[src/shared/i2cgp_params.svh]
// register offsets, field positions and reset values of the i2c gating slice
`ifndef I2CGP_PARAMS_SVH
`define I2CGP_PARAMS_SVH

`define I2CGP_OFF_CLK_GATE      12'h00D8
`define I2CGP_OFF_SOFT_RST      12'h00DC
`define I2CGP_OFF_DSLP_REQ      12'h00E4
`define I2CGP_OFF_PERF_REQ      12'h00EC
`define I2CGP_OFF_WAKE_SRC      12'h0108

`define I2CGP_BIT_RUN_GATE      0
`define I2CGP_BIT_SLP_GATE      8
`define I2CGP_BIT_DSLP_GATE     16
`define I2CGP_BIT_SOFT_RST      0
`define I2CGP_BIT_ENABLED       1
`define I2CGP_BIT_REQ           0
`define I2CGP_BIT_WAKE_TIMER    0
`define I2CGP_BIT_WAKE_NETPROC  1

`define I2CGP_RST_VALUE         32'h0000_0000

`endif

[src/shared/i2cgp_pkg.sv]
// types of the i2c gating slice
package i2cgp_pkg;

	typedef enum logic [1:0] {
		I2CGP_RUN,
		I2CGP_SLEEP,
		I2CGP_DEEP_SLEEP
	} i2cgp_mode_e;

	typedef struct packed {
		logic run_mode_clock_gate;
		logic sleep_mode_clock_gate;
		logic deep_sleep_clock_gate;
	} i2cgp_gate_s;

	typedef struct packed {
		logic netproc_wake_enable;
		logic wake_timer_enable;
	} i2cgp_wake_s;

	typedef struct packed {
		logic        wr;
		logic        rd;
		logic [11:0] addr;
		logic [31:0] wdata;
	} i2cgp_bus_s;

endpackage : i2cgp_pkg

[src/rtl/i2cgp_bit_reg.sv]
// resettable control bit written from the register port
`timescale 1ns/1ps
module i2cgp_bit_reg (
	// clock and reset
	input  wire logic clk,
	input  wire logic rst,
	// write side
	input  wire logic we,
	input  wire logic d,
	// stored value
	output logic      q
);
	always_ff @(posedge clk or posedge rst) begin
		if (rst) begin
			q <= 1'b0;
		end else if (we) begin
			q <= d;
		end
	end
endmodule : i2cgp_bit_reg

[src/rtl/i2cgp_top.sv]
// i2c clock gating, soft reset and power request registers
`timescale 1ns/1ps
`include "i2cgp_params.svh"
module i2cgp_top
	import i2cgp_pkg::*;
(
	// clock and reset
	input  wire logic        CLK_SYS,
	input  wire logic        SYS_RST,
	// register port
	input  wire logic [11:0] ADDR,
	input  wire logic [31:0] WDATA,
	input  wire logic        WR,
	input  wire logic        RD,
	output logic      [31:0] RDATA,
	// power mode of the application processor
	input  wire logic [1:0]  POWER_MODE,
	// wake sources
	input  wire logic        NETPROC_WAKE,
	input  wire logic        WAKE_TIMER_EXPIRED,
	// peripheral controls
	output logic             I2C_CLK_EN,
	output logic             I2C_SOFT_RESET,
	output logic             DEEP_SLEEP_ENTRY_REQ,
	output logic             HIGH_PERF_REQ,
	output logic             WAKE_TIMER_RUN,
	output logic             DEEP_SLEEP_WAKE
);

	////////////////////////////////////////////////////////////////////
	// address decode
	i2cgp_bus_s  bus;
	assign bus = '{wr: WR, rd: RD, addr: ADDR, wdata: WDATA};

	wire hit_gate = (bus.addr == `I2CGP_OFF_CLK_GATE);
	wire hit_rst  = (bus.addr == `I2CGP_OFF_SOFT_RST);
	wire hit_dslp = (bus.addr == `I2CGP_OFF_DSLP_REQ);
	wire hit_perf = (bus.addr == `I2CGP_OFF_PERF_REQ);
	wire hit_wake = (bus.addr == `I2CGP_OFF_WAKE_SRC);

	////////////////////////////////////////////////////////////////////
	// control bits
	localparam int NBITS = 8;
	logic [NBITS-1:0] we_v;
	logic [NBITS-1:0] d_v;
	logic [NBITS-1:0] q_v;

	// wake enables at bits 7 and 6
	assign we_v = {bus.wr & hit_wake, bus.wr & hit_wake,
		bus.wr & hit_perf, bus.wr & hit_dslp, bus.wr & hit_rst,
		bus.wr & hit_gate, bus.wr & hit_gate, bus.wr & hit_gate};
	assign d_v = {bus.wdata[`I2CGP_BIT_WAKE_NETPROC],
		bus.wdata[`I2CGP_BIT_WAKE_TIMER],
		bus.wdata[`I2CGP_BIT_REQ],
		bus.wdata[`I2CGP_BIT_REQ],
		bus.wdata[`I2CGP_BIT_SOFT_RST],
		bus.wdata[`I2CGP_BIT_DSLP_GATE],
		bus.wdata[`I2CGP_BIT_SLP_GATE],
		bus.wdata[`I2CGP_BIT_RUN_GATE]};

	// every control bit resets to zero
	genvar gi;
	generate
		for (gi = 0; gi < NBITS; gi++) begin : g_bit
			i2cgp_bit_reg u_bit (
				.clk (CLK_SYS),
				.rst (SYS_RST),
				.we  (we_v[gi]),
				.d   (d_v[gi]),
				.q   (q_v[gi])
			);
		end
	endgenerate

	i2cgp_gate_s gate;
	i2cgp_wake_s wake;
	assign gate = '{run_mode_clock_gate: q_v[0],
		sleep_mode_clock_gate: q_v[1], deep_sleep_clock_gate: q_v[2]};
	wire soft_rst_bit = q_v[3];
	wire dslp_req_bit = q_v[4];
	wire perf_req_bit = q_v[5];
	assign wake = '{wake_timer_enable: q_v[6], netproc_wake_enable: q_v[7]};

	////////////////////////////////////////////////////////////////////
	// clock gating per power mode
	i2cgp_mode_e mode;
	assign mode = i2cgp_mode_e'(POWER_MODE);
	logic clk_en_nxt;
	always_comb begin
		unique case (mode)
			I2CGP_RUN:        clk_en_nxt = gate.run_mode_clock_gate;
			I2CGP_SLEEP:      clk_en_nxt = gate.sleep_mode_clock_gate;
			I2CGP_DEEP_SLEEP: clk_en_nxt = gate.deep_sleep_clock_gate;
			default:          clk_en_nxt = 1'b0;
		endcase
	end

	// enabled when clocked and out of reset
	wire enabled_nxt = clk_en_nxt & ~soft_rst_bit;
	logic enabled_r;

	////////////////////////////////////////////////////////////////////
	// read mux
	wire [31:0] rd_gate = {15'h0000, gate.deep_sleep_clock_gate, 7'h00,
		gate.sleep_mode_clock_gate, 7'h00, gate.run_mode_clock_gate};
	wire [31:0] rd_rst  = {30'h0000_0000, enabled_r, soft_rst_bit};
	wire [31:0] rd_dslp = {31'h0000_0000, dslp_req_bit};
	wire [31:0] rd_perf = {31'h0000_0000, perf_req_bit};
	wire [31:0] rd_wake = {30'h0000_0000, wake.netproc_wake_enable,
		wake.wake_timer_enable};
	wire [31:0] rdata_nxt = !bus.rd ? `I2CGP_RST_VALUE :
		hit_gate ? rd_gate : hit_rst ? rd_rst : hit_dslp ? rd_dslp :
		hit_perf ? rd_perf : hit_wake ? rd_wake : `I2CGP_RST_VALUE;

	////////////////////////////////////////////////////////////////////
	// output flops
	always_ff @(posedge CLK_SYS or posedge SYS_RST) begin
		if (SYS_RST) begin
			RDATA                <= `I2CGP_RST_VALUE;
			I2C_CLK_EN           <= 1'b0;
			I2C_SOFT_RESET       <= 1'b0;
			DEEP_SLEEP_ENTRY_REQ <= 1'b0;
			HIGH_PERF_REQ        <= 1'b0;
			WAKE_TIMER_RUN       <= 1'b0;
			DEEP_SLEEP_WAKE      <= 1'b0;
			enabled_r            <= 1'b0;
		end else begin
			RDATA                <= rdata_nxt;
			I2C_CLK_EN           <= clk_en_nxt;
			I2C_SOFT_RESET       <= soft_rst_bit;
			DEEP_SLEEP_ENTRY_REQ <= dslp_req_bit;
			HIGH_PERF_REQ        <= perf_req_bit;
			WAKE_TIMER_RUN       <= wake.wake_timer_enable;
			DEEP_SLEEP_WAKE      <= (mode == I2CGP_DEEP_SLEEP) &
				((wake.netproc_wake_enable & NETPROC_WAKE) |
				 (wake.wake_timer_enable & WAKE_TIMER_EXPIRED));
			enabled_r            <= enabled_nxt;
		end
	end

endmodule : i2cgp_top

[config.mk]
export PLATFORM = sky130hd
export DESIGN_NAME = i2cgp_top
export DESIGN_NICKNAME = d
export VERILOG_FILES = /design/src/shared/i2cgp_pkg.sv /design/src/rtl/i2cgp_bit_reg.sv /design/src/rtl/i2cgp_top.sv
export VERILOG_INCLUDE_DIRS = /design/src /design/src/shared
export SDC_FILE = /design/constraint.sdc
export NUM_CORES = 1
export LEC_CHECK = 0
export ABC_AREA = 1
export BUFFER_PORTS_ARGS = -buffer_cell sky130_fd_sc_hd__clkbuf_2
export CORE_MARGIN = 1.5
export CORE_UTILIZATION = 42
export CTS_CLUSTER_SIZE = 30
export DETAILED_ROUTE_END_ITERATION = 7
export MAX_ROUTING_LAYER = met4
export PLACE_DENSITY = 0.85
export SLEW_MARGIN = 20
export SYNTH_ARGS = -nofsm -noshare
export SYNTH_HDL_FRONTEND = slang
export SYNTH_SLANG_ARGS = --single-unit
[constraint.sdc]
create_clock -name CLK_SYS -period 1.34 [get_ports CLK_SYS]
set_input_delay 0.067 -clock CLK_SYS [delete_from_list [all_inputs] [get_ports CLK_SYS]]
set_output_delay 0.067 -clock CLK_SYS [all_outputs]
set_load 0.02 [all_outputs]
After elaboration in Yosys (flattened, before gate mapping)
Cells that the tools add are included.
{"block": "totals", "ff_bits": 32, "latch_bits": 0, "ram_bits": 0, "rom_bits": 0, "out_inout_bits": 38, "word_cells": 42, "memories": 0}
{"block": "classes", "addsub": 0, "multipliers": 0, "div_mod_pow": 0, "n_lt_le_gt_ge": 0, "n_eq_ne": 7, "n_shift": 0, "muxes": 7, "n_bitwise": 11, "reduce_logical": 1}
{"op": "12-bit by 8-bit equality test with 1-bit output (second input constant)", "n": 4}
{"op": "17-bit two-way mux", "n": 2}
{"op": "12-bit by 9-bit equality test with 1-bit output (second input constant)", "n": 1}
{"op": "1-bit AND", "n": 9}
{"op": "2-bit two-way mux", "n": 4}
{"op": "1-bit one-hot mux with 3 select lines", "n": 1}
{"op": "2-bit by 1-bit equality test with 1-bit output (second input constant)", "n": 1}
{"op": "2-bit equality test (second input constant)", "n": 1}
{"op": "2-bit zero test", "n": 1}
{"op": "1-bit inverter", "n": 1}
{"op": "1-bit OR", "n": 1}

Logic depth before layout (Yosys ltp)
{"block": "logic_depth", "word_depth": 7, "ltp_mapped": 9, "depth_no_buf": 9}

Modules after synthesis
From an unflattened synthesis, not the netlist that was laid out.
{"block": "hier_totals", "hier_cells": 158, "hier_area_um2": 1203.7}
{"mod": "i2cgp_top", "instances": 1, "cells_each": 110, "area_each_um2": 853.3}
{"mod": "i2cgp_bit_reg", "instances": 8, "cells_each": 6, "area_each_um2": 43.8}

Worst setup path before layout
OpenSTA, ideal clock, no wires.
{"block": "synth_timing", "path_type": "in2reg", "from": "input ADDR[9]", "to": "register RDATA[0]", "setup_ns": 0.126, "arrival_time_ns": 0.732, "t_required_ns": 1.214, "path_slack_ns": 0.483, "cell_stages": 6, "path_buffers": 0, "path_cell_list": "nor2_1 -> nand2_2 -> nor2_4 -> nand2_2 -> o21ai_0 -> a21oi_2"}
{"block": "synth_between", "elab_chain_len": 7}
{"element": "start, declared", "line_no": "i2cgp_top.sv:11", "source": "input wire logic [11:0] ADDR,"}
{"element": "12-bit by 9-bit equality test with 1-bit output (no line)"}
{"element": "2-bit two-way mux (no line) (4 in series)"}
{"element": "17-bit two-way mux (no line) (*) (2 in series)"}
{"element": "named net rdata_nxt[0]", "line_no": "i2cgp_top.sv:111", "source": "wire [31:0] rdata_nxt = !bus.rd ? `I2CGP_RST_VALUE :"}
{"element": "end signal, assigned", "line_no": "i2cgp_top.sv:119", "source": "RDATA <= `I2CGP_RST_VALUE;"}
{"element": "end signal, assigned", "line_no": "i2cgp_top.sv:128", "source": "RDATA <= rdata_nxt;"}
{"element": "end, declared", "line_no": "i2cgp_top.sv:15", "source": "output logic [31:0] RDATA,"}
Mark *: on every way through the listed nets, which the timed path passes. The rest lies on a longest branch.
A chain may end at the register's enable or synchronous reset.

Worst setup path after layout
{"block": "layout_timing", "from": "input POWER_MODE[1]", "to": "register enabled_r"}
{"block": "layout_between", "elab_chain_len": 3}
{"element": "start, declared", "line_no": "i2cgp_top.sv:17", "source": "input wire logic [1:0] POWER_MODE,"}
{"element": "2-bit equality test, or another cell as far along", "line_no": "i2cgp_top.sv:90", "source": "unique case (mode)"}
{"element": "1-bit one-hot mux with 3 select lines (*)", "line_no": "i2cgp_top.sv:90"}
{"element": "named net clk_en_nxt", "line_no": "i2cgp_top.sv:88", "source": "logic clk_en_nxt;"}
{"element": "1-bit AND (*)", "line_no": "i2cgp_top.sv:99", "source": "wire enabled_nxt = clk_en_nxt & ~soft_rst_bit;"}
{"element": "named net enabled_nxt", "line_no": "i2cgp_top.sv:99"}
{"element": "end signal, assigned", "line_no": "i2cgp_top.sv:137", "source": "enabled_r <= enabled_nxt;"}
{"element": "end, declared", "line_no": "i2cgp_top.sv:100", "source": "logic enabled_r;"}
Marks and branches as above.

==> impl_metrics.tcl <==
set metrics [dict create \
    die_h_um 55.3 \
    routedLengthMet1_um 767 \
    dp_hpwl_um 1570 \
    clock_latency_ns 0.29 \
    critPathKind "in2reg" \
    synth_flop_cell "dfrtp_1" \
    global_route.usage.total_pct 13.7 \
    fmax_mhz 992 \
    areaGrowthSynthToFinish_pct 16.9 \
    wl_met2_um 937 \
    final_cells 211 \
    n_antenna_cell 0 \
    grt_max_degree 20 \
    hold_viol 0 \
    grt_first_pass_wirelength_um 3260 \
    synth_edf_count 0 \
    crit_slowest_cell "dlygate4sd3_1" \
    drv_cap 0 \
    slowest_delay_ns 0.53 \
    htreeDepth 1 \
    cts.sinks 19 \
    whs_ns 0.0122 \
    num_rows 18 \
    peakVddDrop_mv 0.471 \
    gp_congestion 0.770 \
    path_buf_inv 4 \
    seq_area_frac_synth_pct 41.4 \
    path_clk_slew_ns 0.10 \
    skew_ns 0.00483 \
    dpl_cell_area_sq_mm 0.00125 \
    synth_seq_cells 19 \
    wirelength_um 1900 \
    yosys_warnings 0 \
    grt-ovfl-total 0 \
    cts_tree "built" \
    initial_core_util_pct 45.5 \
    setup_viol 0 \
    drtIter0Drc 5 \
    period_minus_slack_ns 1.01 \
    cts_root_buffer "clkbuf_4" \
    cp-start-kind "input pin" \
    drc 0 \
    design_area_sq_mm 0.00134 \
    core_area_sq_mm 0.00252 \
    avgSynthCellArea_sq_um 8.32 \
    io_pins 90 \
    fin_tns_setup_ns 0 \
    die_w_um 55.3 \
    synth_cell_types 24 \
    layout-drive-gt1-share_pct 30.9 \
    cp_top_family "buffers and inverters" \
    cp_data_arrival_time_ns 1.24 \
    cp_cell_sequence "dlygate4sd3_1 > clkbuf_2 > inv_1 > o21ai_0 > o21ai_0 > nand2_1 > inv_1" \
    wl_met3_um 147 \
    dr_total_vias 902 \
    syn_inst 138 \
    firstDrtPassIters 3 \
    min-delay-path-class "in2reg" \
    netlist_area_sq_mm 0.00115 \
    rsz0062_at_grt "no" \
    numCtsBuffers 3 \
    cp_max_fo 2 \
    cellPowerDensity_mw_per_mm2 772 \
    die-area_sq_mm 0.00306 \
    nFillCells 265 \
    fin_crit_sh_pct 75.2 \
    antenna_found_initial 0 \
    synthArstFlopShare_pct 100 \
    wire_per_inst_um 8.98 \
    routed.top_layer "met4" \
    p_leak_nw 0.751 \
    clockBufferDepth 2 \
    end_kind "flop" \
    cp.required_ns 1.57 \
    portBuffers 33 \
    outcome "complete, no violations" \
    finalMaxSlewViolations 0 \
    nNetsFinal 234 \
    place_inst 200 \
    first_global_vias 837 \
    ant_nets 0 \
    viasPerCell 4.27 \
]
-- worst paths after layout --
kind | start | to | slack (ns) | cells past startpoint
worst max register to register | g_bit[0].u_bit.q$_DFFE_PP0P_ | enabled_r$_DFF_PP0_ | 0.42 | 4
min in group asynchronous | SYS_RST | I2C_CLK_EN$_DFF_PP0_ | 0.31 | 4
worst max-delay path | POWER_MODE[1] | enabled_r$_DFF_PP0_ | 0.33 | 7
worst min-delay path | RD | RDATA[8]$_DFF_PP0_ | 0.01 | 3
worst min register to register | g_bit[3].u_bit.q$_DFFE_PP0P_ | I2C_SOFT_RESET$_DFF_PP0_ | 0.39 | 0
max in group asynchronous | SYS_RST | RDATA[1]$_DFF_PP0_ | 0.84 | 4
-- cells by family after synthesis --
logic type | Yosys count | share of synthesized area (%)
and+or+nand+nor | 60 | 26.9
buffers and inverters | 46 | 24.6
AOI/OAI and AO/OA | 12 | 6.75
DFF | 19 | 41.4
other | 1 | 0.326
-- routing by layer --
layer  GRT usage, %  vias to the layer above
met3           1.87                        6
met2           23.3                       47
li1               -                      461
met5              -                        -
met4           7.67                        0
met1           15.3                      388
-- final cells by class --
type                    instances  area (sq um)  share of cell area (%)
clock buffers                   4          26.3                    1.96
inverters                      17          68.8                    5.13
multi-input cells             100           492                    36.6
flip-flops and latches         19           475                    35.4
well taps                      30          37.5                    2.80
repair buffers                 41           243                    18.1
-- per-stage QoR --
step | util [%] | power [mW] | worst slack, ns
finish | 53.2 | 1.04 | 0.332
global route | 53.2 | 1.09 | 0.233
CTS | 53.2 | 1.05 | 0.336
detailed placement | 49.4 | 0.756 | 0.290
global placement | 49.4 | 0.753 | 0.310
floorplan | - | 0.765 | 0.483
-- report_power, final --
part / leakage, nW / internal [mW] / total (mW) / switching [mW]
logic: 0.482 / 0.0521 / 0.183 / 0.131
clock network: 0.0150 / 0.116 / 0.276 / 0.160
registers: 0.255 / 0.576 / 0.577 / 0.00131
total: 0.751 / 0.744 / 1.04 / 0.293
-- worst min-delay path: stages --
cell      delay, ns
clkbuf_2       0.11
nand2_1        0.07
nor2_1         0.04
-- cells in the mapped netlist (all sizes together), types with 2 or more instances --
master	number	area [sq um]
inv	16	60.1
buf	28	210
nand4	2	12.5
dfrtp	19	475
a211oi	2	20.0
nor2	18	100
o21ai	8	43.8
a21oi	2	13.8
nand3	12	65.1
nand2	27	119
-- state kept, by name, summed over array words and instances (netlist names) --
| register | flops |
|---|---|
| enabled_r | 1 |
| g_bit.u_bit.q | 8 |
| I2C_CLK_EN | 1 |
| WAKE_TIMER_RUN | 1 |
| DEEP_SLEEP_WAKE | 1 |
| HIGH_PERF_REQ | 1 |
| DEEP_SLEEP_ENTRY_REQ | 1 |
| RDATA | 4 |
| I2C_SOFT_RESET | 1 |
-- layout by cell type (no fill, tap or decap) --
master and instances:
a211oi_1 1, a211oi_2 1, a21oi_1 1, a21oi_2 1
buf_4 1, clkbuf_1 1, clkbuf_2 33, clkbuf_4 3
clkinv_4 1, conb_1 28, dfrtp_1 19, dlygate4sd3_1 7
inv_1 15, inv_2 1, nand2_1 22, nand2_2 4
nand2_4 1, nand3_1 11, nand3_2 1, nand4_1 2
nor2_1 11, nor2_2 4, nor2_4 3, nor3b_2 1
o21ai_0 3, o21ai_1 4, o21ai_2 1
-- timing repair --
action | 4_1_cts | 5_1_grt
setup endpoints to repair | 0 | 0
hold buffers | 7 | 0
hold endpoints to repair | 23 | 0
buffers inserted | 0 | 0
gates resized for setup | 0 | 0
No activity file was read; power rests on OpenSTA's default activity.
